**src/ths_consts.svh**
```systemverilog
// named constants for the two-wire sensor command port
// assumes a 100 MHz system clock; included by bare name
`ifndef THS_CONSTS_SVH
`define THS_CONSTS_SVH

// ==========================================================
// clock and timing
`define THS_CLK_MHZ 100
`define THS_CYC_PER_MS (`THS_CLK_MHZ * 1000)
`define THS_T_WAKE_MS 11
`define THS_T_MEAS8_MS 20
`define THS_T_MEAS12_MS 80
`define THS_T_MEAS14_MS 320
`define THS_EARLY_MAX_PCT 30

// ==========================================================
// command byte
`define THS_ADDR_OK 3'h0
`define THS_CMD_TEMP 5'h03
`define THS_CMD_HUM 5'h05
`define THS_CMD_STAT_RD 5'h07
`define THS_CMD_STAT_WR 5'h06
`define THS_CMD_SOFT_RST 5'h1e

// ==========================================================
// status byte fields
`define THS_ST_RES 0
`define THS_ST_OTP 1
`define THS_ST_HEAT 2
`define THS_ST_TEST 3
`define THS_ST_LOWV 6
`define THS_ST_DEFAULT 4'h0
`define THS_LOWV_RESET 1'h0

// ==========================================================
// bit counting
`define THS_BYTE_BITS 4'h8
`define THS_CONN_RST_CNT 4'h9
`define THS_LD_LAST_MEAS 2'h2
`define THS_LD_LAST_STAT 2'h1

// ==========================================================
// buffer shape
`define THS_FIFO_WIDTH 8
`define THS_FIFO_DEPTH 16

`endif

```
**src/ths_pkg.sv**
```systemverilog
// types shared by the sensor command port modules
// assumes nothing beyond a SystemVerilog compiler
package ths_pkg;

  // ==========================================================
  // serial engine states
  typedef enum logic [3:0] {
    ST_WAKE,
    ST_IDLE,
    ST_CMD,
    ST_CMD_ACK,
    ST_WR_BYTE,
    ST_WR_ACK,
    ST_MEAS,
    ST_LOAD,
    ST_FIRST,
    ST_SEND,
    ST_SEND_ACK
  } ths_state_t;

  // ==========================================================
  // what the current transfer is about
  typedef enum logic [1:0] {
    MK_NONE,
    MK_HUM,
    MK_TEMP,
    MK_STAT
  } ths_meas_t;

endpackage

```
**src/ths_fifo_if.sv**
```systemverilog
// byte stream carrier between the serial engine and its buffer
// assumes both ends share sys_clk
`timescale 1ns/10ps

interface ths_fifo_if #(
  parameter int WIDTH = 8
);
  logic wvalid;
  logic wready;
  logic [WIDTH-1:0] wdata;
  logic rvalid;
  logic rready;
  logic [WIDTH-1:0] rdata;
  logic flush;

  // buffer side
  modport fill (
    input wvalid,
    input wdata,
    input rready,
    input flush,
    output wready,
    output rvalid,
    output rdata
  );

  // engine side
  modport user (
    output wvalid,
    output wdata,
    output rready,
    output flush,
    input wready,
    input rvalid,
    input rdata
  );
endinterface

```
**src/ths_sensor_port.sv**
```systemverilog
// serial command and readout engine of the sensor's two-wire port
// assumes host-driven sck and open-drain data, pins sampled on sys_clk
`timescale 1ns/10ps
`include "ths_consts.svh"

module ths_sensor_port #(
  parameter int unsigned WAKE_CYC = `THS_T_WAKE_MS * `THS_CYC_PER_MS,
  parameter int unsigned MEAS8_CYC = `THS_T_MEAS8_MS * `THS_CYC_PER_MS,
  parameter int unsigned MEAS12_CYC = `THS_T_MEAS12_MS * `THS_CYC_PER_MS,
  parameter int unsigned MEAS14_CYC = `THS_T_MEAS14_MS * `THS_CYC_PER_MS,
  parameter int unsigned EARLY_PCT = 0,
  parameter int FIFO_DEPTH = `THS_FIFO_DEPTH
) (
  // clock and reset
  input wire logic sys_clk,
  input wire logic rst,
  // serial pins
  input wire logic sck_pin,
  input wire logic data_pin_in,
  output logic data_pin_out,
  output logic data_pin_oe,
  // conversion front end
  input wire logic [13:0] tmp_raw,
  input wire logic [11:0] hum_raw,
  input wire logic supply_low_in,
  input wire logic [7:0] checksum_in,
  // status and activity
  output logic heater_on,
  output logic otp_reload_off,
  output logic res_low,
  output logic meas_busy,
  output ths_pkg::ths_meas_t meas_kind
);
  import ths_pkg::*;

  localparam int CW = 26;
  // products stay below 2**32 for the documented figures
  localparam int unsigned KEEP_PCT = 100 - EARLY_PCT;
  localparam int unsigned M8 = MEAS8_CYC / 100 * KEEP_PCT;
  localparam int unsigned M12 = MEAS12_CYC / 100 * KEEP_PCT;
  localparam int unsigned M14 = MEAS14_CYC / 100 * KEEP_PCT;

  // ==========================================================
  // parameter checks
  generate
    if (EARLY_PCT > `THS_EARLY_MAX_PCT || M8 < 1 || WAKE_CYC < 1 ||
        M14 >= (1 << CW) || WAKE_CYC >= (1 << CW) || M8 > M12 || M12 > M14)
    begin : g_bad_param
      $error("ths_sensor_port: timing parameters out of range");
    end
  endgenerate

  // ==========================================================
  // helpers
  // conversion length by kind and resolution
  function automatic logic [CW-1:0] meas_cycles(input ths_meas_t k, input logic lo);
    logic [CW-1:0] c;
    c = CW'(M14 - 1);
    if (k == MK_HUM)
      c = lo ? CW'(M8 - 1) : CW'(M12 - 1);
    else
      c = lo ? CW'(M12 - 1) : CW'(M14 - 1);
    return c;
  endfunction

  // right-justified result word
  function automatic logic [15:0] fmt_result(input ths_meas_t k, input logic lo,
                                             input logic [11:0] h, input logic [13:0] t);
    logic [15:0] r;
    r = 16'h0000;
    if (k == MK_HUM)
      r = lo ? {8'h00, h[11:4]} : {4'h0, h};
    else
      r = lo ? {4'h0, t[13:2]} : {2'h0, t};
    return r;
  endfunction

  // status byte as read back
  function automatic logic [7:0] stat_byte(input logic [3:0] w, input logic lv);
    logic [7:0] b;
    b = 8'h00;
    b[`THS_ST_RES] = w[`THS_ST_RES];
    b[`THS_ST_OTP] = w[`THS_ST_OTP];
    b[`THS_ST_HEAT] = w[`THS_ST_HEAT];
    b[`THS_ST_TEST] = w[`THS_ST_TEST];
    b[`THS_ST_LOWV] = lv;
    return b;
  endfunction

  // accepted command bytes
  function automatic logic cmd_ok(input logic [7:0] c);
    logic ok;
    ok = 1'b0;
    if (c[7:5] == `THS_ADDR_OK)
    begin
      case (c[4:0])
        `THS_CMD_TEMP, `THS_CMD_HUM: ok = 1'b1;
        `THS_CMD_STAT_RD, `THS_CMD_STAT_WR: ok = 1'b1;
        `THS_CMD_SOFT_RST: ok = 1'b1;
        default: ok = 1'b0;
      endcase
    end
    return ok;
  endfunction

  // ==========================================================
  // pin synchronisers and edges
  logic sck_m_ff, sck_s_ff, sck_q_ff;
  logic dat_m_ff, dat_s_ff, dat_q_ff;

  // two stages, then a history stage for edges
  always_ff @(posedge sys_clk)
  begin
    sck_m_ff <= sck_pin;
    sck_s_ff <= sck_m_ff;
    sck_q_ff <= sck_s_ff;
    dat_m_ff <= data_pin_in;
    dat_s_ff <= dat_m_ff;
    dat_q_ff <= dat_s_ff;
  end

  wire sck_rise = sck_s_ff && !sck_q_ff;
  wire sck_fall = !sck_s_ff && sck_q_ff;
  wire dat_rise = dat_s_ff && !dat_q_ff;
  wire dat_fall = !dat_s_ff && dat_q_ff;

  // ==========================================================
  // state
  ths_state_t state_ff, nxt_state;
  logic [3:0] cnt_ff, nxt_cnt;
  logic [7:0] sh_ff, nxt_sh;
  logic oe_ff, nxt_oe;
  logic [CW-1:0] tmr_ff, nxt_tmr;
  logic [3:0] st_ff, nxt_st;
  logic lowv_ff, nxt_lowv;
  ths_meas_t kind_ff, nxt_kind;
  logic [15:0] res_ff, nxt_res;
  logic [1:0] ld_idx_ff, nxt_ld_idx;
  logic ack_ff, nxt_ack;
  logic busy_ff;
  logic dout_ff;
  logic [1:0] ts_ph_ff, nxt_ts_ph;
  logic [3:0] crst_ff, nxt_crst;
  logic q_rready, q_flush;

  ths_fifo_if #(.WIDTH(`THS_FIFO_WIDTH)) q_if();

  // ==========================================================
  // transfer-begin tracker, only while the line is ours to watch
  logic transfer_begin_sequence;
  always_comb
  begin
    nxt_ts_ph = ts_ph_ff;
    transfer_begin_sequence = 1'b0;
    if (oe_ff)
      nxt_ts_ph = 2'h0;
    else
    begin
      case (ts_ph_ff)
        2'h0: if (dat_fall && sck_s_ff) nxt_ts_ph = 2'h1;
        2'h1:
        begin
          if (sck_fall)
            nxt_ts_ph = 2'h2;
          else if (dat_rise)
            nxt_ts_ph = 2'h0;
        end
        2'h2:
        begin
          if (dat_rise && sck_s_ff)
          begin
            transfer_begin_sequence = 1'b1;
            nxt_ts_ph = 2'h0;
          end
          else if (sck_rise && dat_s_ff)
            nxt_ts_ph = 2'h0;
        end
        default: nxt_ts_ph = 2'h0;
      endcase
    end
  end

  // connection reset: count rising sck with data high
  wire crst_hit = sck_rise && dat_s_ff && (crst_ff == `THS_CONN_RST_CNT - 4'h1);
  assign nxt_crst = !sck_rise ? crst_ff : (!dat_s_ff || crst_hit) ? 4'h0 : crst_ff + 4'h1;

  // ==========================================================
  // buffer loading
  wire [1:0] ld_last = (kind_ff == MK_STAT) ? `THS_LD_LAST_STAT : `THS_LD_LAST_MEAS;
  wire [7:0] ld_first = (kind_ff == MK_STAT) ? stat_byte(st_ff, lowv_ff) : res_ff[15:8];
  wire [7:0] ld_second = (kind_ff == MK_STAT) ? checksum_in : res_ff[7:0];
  assign q_if.wvalid = (state_ff == ST_LOAD);
  assign q_if.wdata = (ld_idx_ff == 2'h0) ? ld_first :
                      (ld_idx_ff == 2'h1) ? ld_second : checksum_in;
  assign q_if.rready = q_rready;
  assign q_if.flush = q_flush;

  ths_fifo #(.WIDTH(`THS_FIFO_WIDTH), .DEPTH(FIFO_DEPTH)) u_fifo (
    .sys_clk(sys_clk),
    .rst(rst),
    .q(q_if.fill)
  );

  // ==========================================================
  // serial engine next state
  always_comb
  begin
    nxt_state = state_ff;
    nxt_cnt = cnt_ff;
    nxt_sh = sh_ff;
    nxt_oe = oe_ff;
    nxt_tmr = tmr_ff;
    nxt_st = st_ff;
    nxt_lowv = lowv_ff;
    nxt_kind = kind_ff;
    nxt_res = res_ff;
    nxt_ld_idx = ld_idx_ff;
    nxt_ack = ack_ff;
    q_rready = 1'b0;
    q_flush = 1'b0;
    case (state_ff)
      // quiet time after power-up or soft reset
      ST_WAKE:
      begin
        if (tmr_ff == '0)
          nxt_state = ST_IDLE;
        else
          nxt_tmr = CW'(tmr_ff - 1'b1);
      end
      ST_IDLE:
      begin
        if (transfer_begin_sequence)
        begin
          nxt_state = ST_CMD;
          nxt_cnt = 4'h0;
        end
      end
      // shift in command, judge it after the eighth fall
      ST_CMD, ST_WR_BYTE:
      begin
        if (sck_rise)
        begin
          nxt_sh = {sh_ff[6:0], dat_s_ff};
          nxt_cnt = cnt_ff + 4'h1;
        end
        else if (sck_fall && cnt_ff == `THS_BYTE_BITS)
        begin
          if (state_ff == ST_WR_BYTE)
          begin
            nxt_oe = 1'b1;
            nxt_state = ST_WR_ACK;
          end
          else if (cmd_ok(sh_ff))
          begin
            nxt_oe = 1'b1;
            nxt_state = ST_CMD_ACK;
          end
          else
            nxt_state = ST_IDLE;
        end
      end
      // release after the ninth fall and dispatch
      ST_CMD_ACK:
      begin
        if (sck_fall)
        begin
          nxt_oe = 1'b0;
          nxt_ld_idx = 2'h0;
          case (sh_ff[4:0])
            `THS_CMD_HUM, `THS_CMD_TEMP:
            begin
              nxt_kind = (sh_ff[4:0] == `THS_CMD_HUM) ? MK_HUM : MK_TEMP;
              nxt_tmr = meas_cycles(nxt_kind, st_ff[`THS_ST_RES]);
              nxt_state = ST_MEAS;
            end
            `THS_CMD_STAT_RD:
            begin
              nxt_kind = MK_STAT;
              nxt_state = ST_LOAD;
            end
            `THS_CMD_STAT_WR:
            begin
              nxt_cnt = 4'h0;
              nxt_state = ST_WR_BYTE;
            end
            `THS_CMD_SOFT_RST:
            begin
              nxt_st = `THS_ST_DEFAULT;
              nxt_tmr = CW'(WAKE_CYC - 1);
              nxt_state = ST_WAKE;
            end
            default: nxt_state = ST_IDLE;
          endcase
        end
      end
      ST_WR_ACK:
      begin
        if (sck_fall)
        begin
          nxt_oe = 1'b0;
          nxt_st = sh_ff[3:0];
          nxt_state = ST_IDLE;
        end
      end
      // conversion timer, then capture result and supply flag
      ST_MEAS:
      begin
        if (tmr_ff == '0)
        begin
          nxt_res = fmt_result(kind_ff, st_ff[`THS_ST_RES], hum_raw, tmp_raw);
          nxt_lowv = supply_low_in;
          nxt_state = ST_LOAD;
        end
        else
          nxt_tmr = CW'(tmr_ff - 1'b1);
      end
      ST_LOAD:
      begin
        if (q_if.wready)
        begin
          if (ld_idx_ff == ld_last)
            nxt_state = ST_FIRST;
          else
            nxt_ld_idx = ld_idx_ff + 2'h1;
        end
      end
      // first byte msb is always 0 here, so this is the data-ready low
      ST_FIRST:
      begin
        if (q_if.rvalid)
        begin
          q_rready = 1'b1;
          nxt_sh = q_if.rdata;
          nxt_oe = !q_if.rdata[7];
          nxt_cnt = 4'h0;
          nxt_state = ST_SEND;
        end
      end
      ST_SEND:
      begin
        if (sck_rise)
          nxt_cnt = cnt_ff + 4'h1;
        else if (sck_fall)
        begin
          if (cnt_ff == `THS_BYTE_BITS)
          begin
            nxt_oe = 1'b0;
            nxt_ack = 1'b0;
            nxt_state = ST_SEND_ACK;
          end
          else
          begin
            nxt_sh = {sh_ff[6:0], 1'b0};
            nxt_oe = !sh_ff[6];
          end
        end
      end
      ST_SEND_ACK:
      begin
        if (sck_rise)
          nxt_ack = !dat_s_ff;
        else if (sck_fall)
        begin
          if (ack_ff && q_if.rvalid)
          begin
            q_rready = 1'b1;
            nxt_sh = q_if.rdata;
            nxt_oe = !q_if.rdata[7];
            nxt_cnt = 4'h0;
            nxt_state = ST_SEND;
          end
          else
          begin
            q_flush = 1'b1;
            nxt_kind = MK_NONE;
            nxt_state = ST_IDLE;
          end
        end
      end
      default: nxt_state = ST_IDLE;
    endcase
    // interface reset leaves status bits alone
    if (crst_hit && state_ff != ST_WAKE && state_ff != ST_MEAS)
    begin
      nxt_state = ST_IDLE;
      nxt_oe = 1'b0;
      nxt_kind = MK_NONE;
      q_rready = 1'b0;
      q_flush = 1'b1;
    end
  end

  // ==========================================================
  // registers
  always_ff @(posedge sys_clk)
  begin
    if (rst)
    begin
      state_ff <= ST_WAKE;
      tmr_ff <= CW'(WAKE_CYC - 1);
      st_ff <= `THS_ST_DEFAULT;
      lowv_ff <= `THS_LOWV_RESET;
      kind_ff <= MK_NONE;
      oe_ff <= 1'b0;
      busy_ff <= 1'b0;
      ts_ph_ff <= 2'h0;
      crst_ff <= 4'h0;
    end
    else
    begin
      state_ff <= nxt_state;
      tmr_ff <= nxt_tmr;
      st_ff <= nxt_st;
      lowv_ff <= nxt_lowv;
      kind_ff <= nxt_kind;
      oe_ff <= nxt_oe;
      busy_ff <= (nxt_state == ST_MEAS);
      ts_ph_ff <= nxt_ts_ph;
      crst_ff <= nxt_crst;
    end
  end

  // datapath registers
  always_ff @(posedge sys_clk)
  begin
    if (rst)
    begin
      cnt_ff <= 4'h0;
      sh_ff <= 8'h00;
      res_ff <= 16'h0000;
      ld_idx_ff <= 2'h0;
      ack_ff <= 1'b0;
    end
    else
    begin
      cnt_ff <= nxt_cnt;
      sh_ff <= nxt_sh;
      res_ff <= nxt_res;
      ld_idx_ff <= nxt_ld_idx;
      ack_ff <= nxt_ack;
    end
  end

  // open drain: the pin only ever drives low
  always_ff @(posedge sys_clk)
  begin
    dout_ff <= 1'b0;
  end

  // ==========================================================
  // outputs, each a flop
  assign data_pin_out = dout_ff;
  assign data_pin_oe = oe_ff;
  assign heater_on = st_ff[`THS_ST_HEAT];
  assign otp_reload_off = st_ff[`THS_ST_OTP];
  assign res_low = st_ff[`THS_ST_RES];
  assign meas_busy = busy_ff;
  assign meas_kind = kind_ff;
endmodule

```
**src/ths_fifo.sv**
```systemverilog
// show-ahead fifo holding readout bytes
// assumes synchronous active-high reset on sys_clk
`timescale 1ns/10ps

module ths_fifo #(
  parameter int WIDTH = 8,
  parameter int DEPTH = 16
) (
  // clock and reset
  input wire logic sys_clk,
  input wire logic rst,
  // stream
  ths_fifo_if.fill q
);
  localparam int AW = $clog2(DEPTH);

  // ==========================================================
  // shape checks
  generate
    if (DEPTH < 2 || (1 << AW) != DEPTH || WIDTH < 1)
    begin : g_bad_shape
      $error("ths_fifo: depth must be a power of two and width positive");
    end
  endgenerate

  logic [WIDTH-1:0] mem [DEPTH];
  logic [AW:0] wptr_ff;
  logic [AW:0] rptr_ff;
  wire full = (wptr_ff[AW] != rptr_ff[AW]) && (wptr_ff[AW-1:0] == rptr_ff[AW-1:0]);
  wire empty = (wptr_ff == rptr_ff);
  wire do_wr = q.wvalid && !full && !q.flush;
  wire do_rd = q.rready && !empty && !q.flush;

  // honest flags, head word always visible
  assign q.wready = !full; // no flush term, keeps the engine's next-state logic loop-free
  assign q.rvalid = !empty;
  assign q.rdata = mem[rptr_ff[AW-1:0]];

  // pointers, flush empties at once
  always_ff @(posedge sys_clk)
  begin
    if (rst || q.flush)
    begin
      wptr_ff <= '0;
      rptr_ff <= '0;
    end
    else
    begin
      wptr_ff <= wptr_ff + (AW + 1)'(do_wr);
      rptr_ff <= rptr_ff + (AW + 1)'(do_rd);
    end
  end

  // storage
  always_ff @(posedge sys_clk)
  begin
    if (do_wr)
      mem[wptr_ff[AW-1:0]] <= q.wdata;
  end
endmodule

```
**config.mk**
```make
export PLATFORM = sky130hd
export DESIGN_NAME = ths_sensor_port
export DESIGN_NICKNAME = d
export VERILOG_FILES = /design/src/ths_pkg.sv /design/src/ths_fifo_if.sv /design/src/ths_sensor_port.sv /design/src/ths_fifo.sv
export VERILOG_INCLUDE_DIRS = /design/src /design/src/src
export SDC_FILE = /design/constraint.sdc
export NUM_CORES = 1
export LEC_CHECK = 0
export BUFFER_PORTS_ARGS = -buffer_cell sky130_fd_sc_hd__buf_2
export CAP_MARGIN = 20
export CELL_PAD_IN_SITES_DETAIL_PLACEMENT = 0
export CELL_PAD_IN_SITES_GLOBAL_PLACEMENT = 1
export CORE_MARGIN = 8
export CORE_UTILIZATION = 54
export DETAILED_ROUTE_END_ITERATION = 10
export PLACE_DENSITY = 0.93
export SLEW_MARGIN = 20
export SYNTH_ARGS = -nofsm -noshare
export SYNTH_HDL_FRONTEND = slang
export SYNTH_SLANG_ARGS = --single-unit
```
**constraint.sdc**
```tcl
create_clock -name sys_clk -period 5.3 [get_ports sys_clk]
set_input_delay 1.325 -clock sys_clk [delete_from_list [all_inputs] [get_ports sys_clk]]
set_output_delay 1.325 -clock sys_clk [all_outputs]
set_load 0.02 [all_outputs]
```
After elaboration in Yosys (flattened, before gate mapping):

Memory sizes are Yosys's and may differ from the RTL's. A register that Yosys moved wholly into a read port is not among the register bits.
Cells that the tools add are included.

* memories kept: 1
* output and inout bits: 8
* register bits: 92
* bits in writable memories: 128
* input port bits: 39

* $add $sub $neg: 6
* reductions and logical operators: 60
* equality and inequality tests: 58
* muxes and demuxes: 117

Memories
* u_fifo.mem: depth 16, width 8, rd ports 1, clocked after Yosys merged registers in 1, write ports 1, RTL line ths_fifo.sv:26 `logic [WIDTH-1:0] mem [DEPTH];`

Operators by type and width (count)
* $mux W4: 30
* $pmux W26 S2: 2
* $mux W8: 12
* $mux W26: 2
* $mux W25: 2
* $ne A2 B2 Y1 const B: 22
* $pmux W4 S10: 1
* $mux W1: 37
* $pmux W8 S4: 1
* $mux W2: 15
* $mux W14: 2
* $logic_not A26 Y1: 1
* $sub A26 B1 Y26 const B: 1
* $mux W23: 1
* $eq A4 B3 Y1 const B: 5
* $eq A4 B4 Y1 const B: 5
* $pmux W4 S5: 1
* $reduce_and A9 Y1: 2
* $logic_and A1 B1 Y1: 17
* $eq A5 B3 Y1 const B: 3
* $ne A3 B3 Y1 const B: 5
* $mux W12: 1
* $pmux W2 S2: 3
* $pmux W3 S4: 1
* other kinds (37): 69

Longest topological paths before layout:

Gate-level depths: netlist of the first run.

* depth after elaboration: 15
* mapped depth: 12
* mapped depth without buffers: 11

Hierarchy:

Synthesis of the first run repeated with hierarchy kept, for this count alone.

* cell total of the unflattened synthesis: 958
* area total of the unflattened synthesis: 10700.3 µm²

Modules (own cells, without submodules)
* ths_fifo: cells an instance 292, instances 1, area each 5592.9 µm²
* ths_sensor_port: cells an instance 666, instances 1, area each 5107.4 µm²

Worst setup path before layout of the first run:

OpenSTA, ideal clock, no wires.

* kind: reg2reg
* start point: reg state_ff[3]
* end point: mem u_fifo.mem[0][0], enable pin
* clock period less this slack: 2606 ps
* stages on the path, launching flop included: 9
* arrival: 2223 ps
* required time: 4917 ps
* setup slack: 2694 ps
* cells stage by stage: dfxtp_1 -> clkbuf_2 -> nor2_1 -> nand2_1 -> nand2_1 -> and3_1 -> buf_2 -> or3b_1 -> nor3_1

* longest elaborated chain between the ends: 8
* elaborated cells on any way between the ends: 13
* those cells by class: 3 x eq/ne; 4 x mux; 6 x reduce/logical

RTL lines
* from (decl): RTL line ths_sensor_port.sv:129 `ths_state_t state_ff, nxt_state;`
* from (signal assigned): RTL line ths_sensor_port.sv:411 `state_ff <= nxt_state;`
* $reduce_bool A4 Y1: RTL line ths_sensor_port.sv:383 `if (crst_hit && state_ff != ST_WAKE && state_ff != ST_MEAS)`
* $logic_and A1 B1 Y1 (2 in series): RTL line ths_sensor_port.sv:383
* $mux W1: RTL line ths_sensor_port.sv:383
* $logic_not A1 Y1: RTL line ths_fifo.sv:31 `wire do_wr = q.wvalid && !full && !q.flush;`
* $logic_and A1 B1 Y1 *: RTL line ths_fifo.sv:31
* $mux W1 *: RTL line ths_fifo.sv:57 `if (do_wr)`
* $mux W1 (implied by the code) *: RTL line ths_fifo.sv:58 `mem[wptr_ff[AW-1:0]] <= q.wdata;`
* to (decl): RTL line ths_fifo.sv:26

Mark *: on every way between the ends. The rest lies on a longest branch, timed or not.

Final worst setup path of the first run:

* start point: reg state_ff[2]
* end point: mem u_fifo.mem[4][7], enable pin

Same word-level chain as after synthesis.

==> results, run 1 <==
- After legalization and detailed placement, the total HPWL measured 17000 um.
- The detail route stage leaves a number of antenna-violating nets equal to 0.
- After global routing the overflow that remains totals 0.
- For this run, the number of Yosys warnings is 0.
- The arrival time of data at the critical path endpoint is 3710 ps.
- On the final layout, the worst clock skew is 11.3 ps.
- The insertion delay to the later sink of the worst-skew pair is 530 ps.
- The number of antenna violations at the first check in global routing is 0.
- The detailed-route wire length per cell is 21.5 um.
- The final weighted congestion of routability-driven global placement is 0.900.
- In the routed layout, each cell is associated on average with a via count of 6.26.
- For this design the static power due to leakage is 4.13 nW.
- Buffers added to address setup during post-CTS repair amount to 0.
- The synthesized netlist occupies a cell area of 10600 um2.
- At the worst endpoint, the required time is 5450 ps.
- In the final design database the tool counted 1012 nets.
- The routed design could run at a clock period as short as 3570 ps.
- After layout, the design draws a total of 0.00345 W.
- The worst setup path is of the reg2reg kind.
- The clock passes through at most 3 buffers.
- The number of buffers inserted by port buffering is 45.
- CTS built an H-tree with a depth of 1.
- The flow ran to the end, and the final reports show no timing, DRC or antenna violations.
- The number of nets in the synthesized netlist is 985.
- The post-CTS resize count is 0.
- TritonCTS built the clock tree.
- For this run, the register share of the synthesized area comes to 0.531.
- The share of synthesized area in the top cell type comes to 0.361.
- Entering global routing, the biggest net connects 57 pins.
- For this block, the via count after detailed routing is 7751.
- For this run, the top clock speed supported by timing is 280 MHz.
- The largest area contributor in the netlist is sky130_fd_sc_hd__edfxtp_1.
- The number of buffers added to fix hold violations after cts is 0.
- The floorplan die area is 24400 um2.
- The die height is 156 um.
- Counting the fill cells in the layout gives 1556.
- The launching element type of the critical path is a flip-flop.
- The detailed router's first-iteration violation count is 798.
- Summing all non-filler instances in the final layout gives an area of 11800 um2.
- The floorplan step defined a core boundary enclosing 19400 um2.
- Relative to the synthesized area, the layout overhead comes to 10.5%.
- The tree built by TritonCTS fans out to 218 sinks.
- The first-pass GRT wire length is 42000 um.
- VDD sags by at most 0.428 mV.
- Setup repair after global routing left no endpoint under its margin.
- In the finished design, the share of the clock period the worst path needs comes to 0.673.
- The total count of hold-check failures in the final report was 0.
- Averaged over all synthesized cells, the footprint is 11.4 um2.
- The root buffer selected by CTS is sky130_fd_sc_hd__clkbuf_16.
- For this design the ratio of total power to cell area is 293 nW/um2.
- The I/O pin count is 47.
- Ranked by total cell area, the synthesized netlist is headed by sky130_fd_sc_hd__edfxtp_1, sky130_fd_sc_hd__dfxtp_1, sky130_fd_sc_hd__mux4_2.
- The path class of the tightest hold or removal check is reg2reg.
- The final count of pins violating max slew is 0.
- Yosys mapped a number of flops with a built-in enable equal to 128.
- The via count of the first global-routing pass is 7558.
- The number of clock buffers added by TritonCTS is 23.
- The tool flagged a number of max-cap violations equal to 0.
- The slew at the pin with the worst max-slew slack is 1060 ps.
- The worst-case headroom to the max-slew limit is 0.289.
- In the global route stage, overall resource usage came out at 0.218.
- Synthesis instantiated 83 different standard cells from the library.
- The initialized floorplan defines 51 standard-cell rows.
- For this configuration, the core starts out at a cell density of 0.548.
- After clock tree synthesis, the clock-pin slew on the worst setup and hold paths is 60 ps.
- The count of inserted antenna diode cells is 0.
- The post-synthesis instance total is 930.
- The placed instances occupy a cell area of 11000 um2.
- STA classifies the critical path endpoint as a flip-flop.
- The highest net fanout along the worst path is 25.
- Among all flip-flop cells after synthesis, the most frequent one is sky130_fd_sc_hd__edfxtp_1.
- The first detailed-routing pass ran for 7 iterations.
- The post-synthesis async set-or-reset flop share is 0.
- The total setup violations reported at the end of the flow is 0.
- The floorplan step set the die width to 156 um.
- Synthesis inferred 218 register bits.
- For this block, the routed nets add up to 26700 um of wire.
- In the final layout, the share of cells above drive strength 1 is 0.153.
- The post-route DRC violation count is 0.
- Adding up every negative setup slack in the final design gives 0 ps.
layout by cell type, fill, tap and decap left out, types with 10 or more instances in the layout:
| cell type | synthesis | routed |
|---|---|---|
| sky130_fd_sc_hd__nand2_1 | 61 | 61 |
| sky130_fd_sc_hd__a31oi_1 | 16 | 16 |
| sky130_fd_sc_hd__dfxtp_1 | 90 | 89 |
| sky130_fd_sc_hd__nor3_1 | 25 | 23 |
| sky130_fd_sc_hd__edfxtp_1 | 128 | 128 |
| sky130_fd_sc_hd__ha_1 | 16 | 16 |
| sky130_fd_sc_hd__o21ai_0 | 44 | 44 |
| sky130_fd_sc_hd__or3_1 | 10 | 10 |
| sky130_fd_sc_hd__and2_1 | 13 | 13 |
| sky130_fd_sc_hd__nand3_1 | 19 | 19 |
| sky130_fd_sc_hd__clkbuf_16 | 0 | 23 |
| sky130_fd_sc_hd__nor2b_1 | 14 | 14 |
| sky130_fd_sc_hd__and3_1 | 10 | 10 |
| sky130_fd_sc_hd__xor2_1 | 13 | 13 |
| sky130_fd_sc_hd__a21oi_1 | 65 | 65 |
| sky130_fd_sc_hd__nor2_1 | 82 | 82 |
| sky130_fd_sc_hd__mux2i_1 | 48 | 48 |
| sky130_fd_sc_hd__buf_4 | 5 | 13 |
| sky130_fd_sc_hd__nand2b_1 | 15 | 15 |
| sky130_fd_sc_hd__mux4_2 | 31 | 31 |
| sky130_fd_sc_hd__inv_1 | 17 | 17 |
| sky130_fd_sc_hd__buf_2 | 25 | 45 |
Yosys cell counts (5+ instances only):
library cell               instances
sky130_fd_sc_hd__edfxtp_1        128
sky130_fd_sc_hd__a22oi_1           9
sky130_fd_sc_hd__nand2b_1         15
sky130_fd_sc_hd__o22ai_1           7
sky130_fd_sc_hd__mux4_2           31
sky130_fd_sc_hd__and3_1           10
sky130_fd_sc_hd__nand3b_1          5
sky130_fd_sc_hd__nand4_1           9
sky130_fd_sc_hd__ha_1             16
sky130_fd_sc_hd__a31oi_1          16
sky130_fd_sc_hd__inv_1            17
sky130_fd_sc_hd__nor3b_1           5
sky130_fd_sc_hd__o21ai_0          44
sky130_fd_sc_hd__dfxtp_1          90
sky130_fd_sc_hd__and2_1           13
sky130_fd_sc_hd__nor2b_1          14
sky130_fd_sc_hd__xor2_1           13
sky130_fd_sc_hd__nor3_1           25
sky130_fd_sc_hd__or4_1             7
sky130_fd_sc_hd__a211oi_1          7
sky130_fd_sc_hd__nor2_1           82
sky130_fd_sc_hd__a211o_1           5
sky130_fd_sc_hd__o21ai_1           7
sky130_fd_sc_hd__clkbuf_1         17
sky130_fd_sc_hd__nand3_1          19
sky130_fd_sc_hd__xnor2_1           9
sky130_fd_sc_hd__a311oi_1          5
sky130_fd_sc_hd__buf_2            25
sky130_fd_sc_hd__or3_1            10
sky130_fd_sc_hd__buf_4             5
sky130_fd_sc_hd__mux2i_1          48
sky130_fd_sc_hd__a21oi_1          65
sky130_fd_sc_hd__nand2_1          61
path summary, 6_finish.rpt:
path | startpoint | to | slack [ps] | depth (start not counted)
worst min-delay path | sck_m_ff | sck_s_ff | 330 | 0
worst max-delay path | state_ff[2] | u_fifo.mem[4][7] | 1730 | 6
worst max register to register | state_ff[2] | u_fifo.mem[4][7] | 1730 | 6
worst min register to register | sck_m_ff | sck_s_ff | 330 | 0
state kept, by name, indices dropped and copies added (netlist names):
name            count
ack_ff              1
cnt_ff              4
crst_ff             4
dat_m_ff            1
dat_q_ff            1
dat_s_ff            1
data_pin_oe         1
ld_idx_ff           2
lowv_ff             1
meas_busy           1
meas_kind           2
res_ff             14
sck_m_ff            1
sck_q_ff            1
sck_s_ff            1
sh_ff               8
st_ff               4
state_ff            4
tmr_ff             26
ts_ph_ff            2
u_fifo.mem        128
u_fifo.rptr_ff      5
u_fifo.wptr_ff      5
area by class of cell:
class,instances,area [um2],share of cell area
well taps,265,332,0.0282
clock inverters,7,80.1,0.00681
repair buffers,58,323,0.0274
clock buffers,34,667,0.0567
multi-input cells,639,4650,0.395
inverters,17,63.8,0.00543
flip-flops and latches,218,5650,0.480
through the flow:
step	util	setup WS [ps]	hold slack (ps)	std cells
after floorplan	-	2690	310	930
after global placement	0.567	1830	312	1197
after detailed placement	0.567	1620	312	1197
after CTS	0.606	1560	326	1238
after global routing	0.606	1420	335	1238
final	0.606	1730	326	1238
where the power goes:
part,internal (W),switching [W]
clock,0.000927,0.000673
sequential,0.00178,0.00000637
combinational,0.0000262,0.0000353
per-layer routing:
metal,track usage,wire (um),part of all wire
met5,0,0,0
met4,0.0860,890,0.033
met3,0.0284,1410,0.053
met2,0.376,13600,0.51
met1,0.273,10800,0.40
cells by family (layout without fill, tap and decap cells):
logic type / Yosys count / after routing / synth area share
AOI/OAI and AO/OA: 218 / 218 / 0.134
xor gates and xnor gates: 22 / 22 / 0.0181
adders and majority gates: 17 / 17 / 0.0198
buffers and inverters: 73 / 116 / 0.0334
DFF: 218 / 218 / 0.531
muxes: 83 / 83 / 0.115
other: 1 / 1 / 0.000352
and+or+nand+nor: 298 / 298 / 0.149
critical path: stages, from the launching register on:
cell and delay (ps):
sky130_fd_sc_hd__dfxtp_1 840, sky130_fd_sc_hd__xnor2_1 270, sky130_fd_sc_hd__nand2_1 400, sky130_fd_sc_hd__nand2_1 210, sky130_fd_sc_hd__and3_1 350, sky130_fd_sc_hd__nand3b_1 280
sky130_fd_sc_hd__nor3_1 830
(Power assumes the default switching activity.)
==> run 2: changes to the inputs <==
CORE_UTILIZATION = 50   (was 54)
PLACE_DENSITY = 0.88   (was 0.93)
clock period = 3.5 ns   (was 5.3 ns; I/O delays follow)
==> run 2 against run 1 <==
Sequential share of layout area shrank 0.38 points. Fmax grew 25%. Critical path type unchanged. Routed wire length shrank 0.41%. Critical endpoint is now u_fifo.mem[2][1]. Sequential cell count is the same. Largest cell class unchanged.
==> results, run 2 (synthesized netlist as in run 1, its figures left out) <==
- The flow ran to the end, and the final reports show no timing, DRC or antenna violations.
- Summed over all layers, the global routing overflow is 0.
- The signed area change from the synthesized netlist to the final layout is 11.4%.
- After floorplanning, the core was divided into 53 placement rows.
- The via count of the first global-routing pass is 7617.
- The slew at the pin with the worst max-slew slack is 963 ps.
- The busiest layer in global routing is met2.
- The total count of hold-check failures in the final report was 0.
- The count of inserted antenna diode cells is 0.
- The initial standard-cell utilization of the core is 0.508.
- The count of buffers added on input and output ports is 45.
- The final-layout fill cell count is 1778.
- In this run the number of H-tree levels came out at 1.
- The first global-routing pass estimated 42000 um of wire.
- The total wire length is 26600 um.
- Setup repair after global routing left no endpoint under its margin.
- Across the run, the number of max-cap violations was 0.
- The worst-case headroom to the max-slew limit is 0.358.
- The number of antenna violations at the first check in global routing was 0.
- The number of buffers on the longest clock path is 3.
- The core region is 21000 um2.
- The root buffer selected by CTS is sky130_fd_sc_hd__clkbuf_16.
- For this design the ratio of total power to cell area is 426 nW/um2.
- In the layout the commonest cells are sky130_fd_sc_hd__edfxtp_1, sky130_fd_sc_hd__dfxtp_1, sky130_fd_sc_hd__nor2_1.
- The end-of-flow core utilization is 0.566.
- The insertion delay to the later sink of the worst-skew pair is 520 ps.
- The routed design could run at a clock period as short as 2860 ps.
- The type of the worst setup path is reg2reg.
- The post-route DRC violation count is 0.
- Across all layers, the routed design uses 7760 vias.
- The clock-pin slew on the worst setup and hold paths is 60 ps.
- At the end of the flow, the number of nets in the layout was 1032.
- The final count of pins violating max slew is 0.
- The peak supply drop is 0.576 mV.
- In this run the vertical extent of the chip is 162 um.
- The first detailed-routing pass took 7 iterations.
- The critical path endpoint category is a flip-flop.
- The final-layout setup total negative slack is 0 ps.
- The highest net fanout along the worst path is 19.
- The final critical-path share of the clock period is 0.818.
- The number of gates resized after CTS was 0.
- The type of the most critical hold path is reg2reg.
- TritonCTS built the clock tree.
- Summed over all cells, the static leakage comes to 4.20 nW.
- The leading cell type in the layout, fill and taps excluded is sky130_fd_sc_hd__edfxtp_1.
- The required time reported for the critical path endpoint is 3650 ps.
- TritonCTS created 23 clock buffers.
- The die covers 26200 um2.
- The detail route stage leaves a number of antenna-violating nets equal to 0.
- Setup violations remaining at the end of the flow were counted as 0.
- The I/O pin count is 47.
- Summed over all nets, the half-perimeter wirelength after detailed placement is 18300 um.
- Across every metal layer, demand over resource in global routing totals 0.199.
- STA classifies the critical path startpoint as a flip-flop.
- The final clock skew is 14.8 ps.
- In the final layout, the share of cells above drive strength 1 is 0.169.
- After clock tree synthesis, the flow added hold-fix buffers numbering 0.
- For this run, global-route usage on met3 was measured as 0.0334.
- The multi-input combinational cells in the finished layout cover a total of 4640 um2.
- The floorplan step set the die width to 162 um.
- The clock sink count is 218.
- In the routed layout, each cell is associated on average with a via count of 6.13.
- In the global route stage, met2 resource usage came out at 0.338.
- Summing all flip-flop and latch instances after layout gives 5650 um2.
- Routability-driven placement finished with a final weighted congestion of 0.915.
- In the final routed layout, each cell accounts on average for 21.0 um.
- Data arrives at the worst endpoint at 3010 ps.
- The largest net degree at the start of global routing is 45.
- The post-CTS setup buffer count is 0.
- The maximum clock rate is 349 MHz.
- The detailed router's first-iteration violation count is 671.
- The register with the most flip-flops in the layout has 128 of them.
- The routing usage on met1 is 0.255.
## run 2: worst max-delay path, cell delays in order (launching register included)
cell and delay (ps):
sky130_fd_sc_hd__dfxtp_1 710, sky130_fd_sc_hd__xnor2_1 140, sky130_fd_sc_hd__nand4_1 210, sky130_fd_sc_hd__nand2b_1 190
sky130_fd_sc_hd__and3_1 230, sky130_fd_sc_hd__or3b_1 430, sky130_fd_sc_hd__nor2_1 580
## run 2: path summary, 6_finish.rpt
kind	startpoint	end	slack, ps	cells past startpoint
hold reg to reg	dat_m_ff	dat_s_ff	330	0
hold / removal	dat_m_ff	dat_s_ff	330	0
setup reg to reg	u_fifo.rptr_ff[3]	u_fifo.mem[2][1]	640	6
setup / recovery	u_fifo.rptr_ff[3]	u_fifo.mem[2][1]	640	6
## run 2: stage by stage
stage	cells	hold WS, ps	worst slack [ps]	power [W]	area, um2
floorplan	930	310	894	0.00281	10600
global placement	1227	313	798	0.00285	11200
detailed placement	1227	312	711	0.00285	11200
CTS	1266	329	689	0.00509	11900
global route	1266	340	447	0.00519	11900
finish	1266	326	638	0.00505	11900
## run 2: layout make-up
cell class,instances,area share
sequential,218,0.476
clock buffer,30,0.0525
clock inverter,9,0.00559
timing repair buffer,78,0.0399
tap,275,0.0290
multi-input combinational,639,0.391
inverter,17,0.00538
## run 2: layer usage
layer	part of all wire	vias up
met5	0	-
met4	0.027	0
met3	0.056	51
met2	0.50	261
met1	0.42	3837
li1	-	3611
## run 2: power breakdown
part | total, W | leakage, nW | internal (W) | switching, W
registers | 0.00270 | 1.86 | 0.00269 | 0.00000987
logic | 0.0000922 | 1.99 | 0.0000403 | 0.0000519
clock network | 0.00226 | 0.341 | 0.00126 | 0.000999
total | 0.00505 | 4.20 | 0.00399 | 0.00106
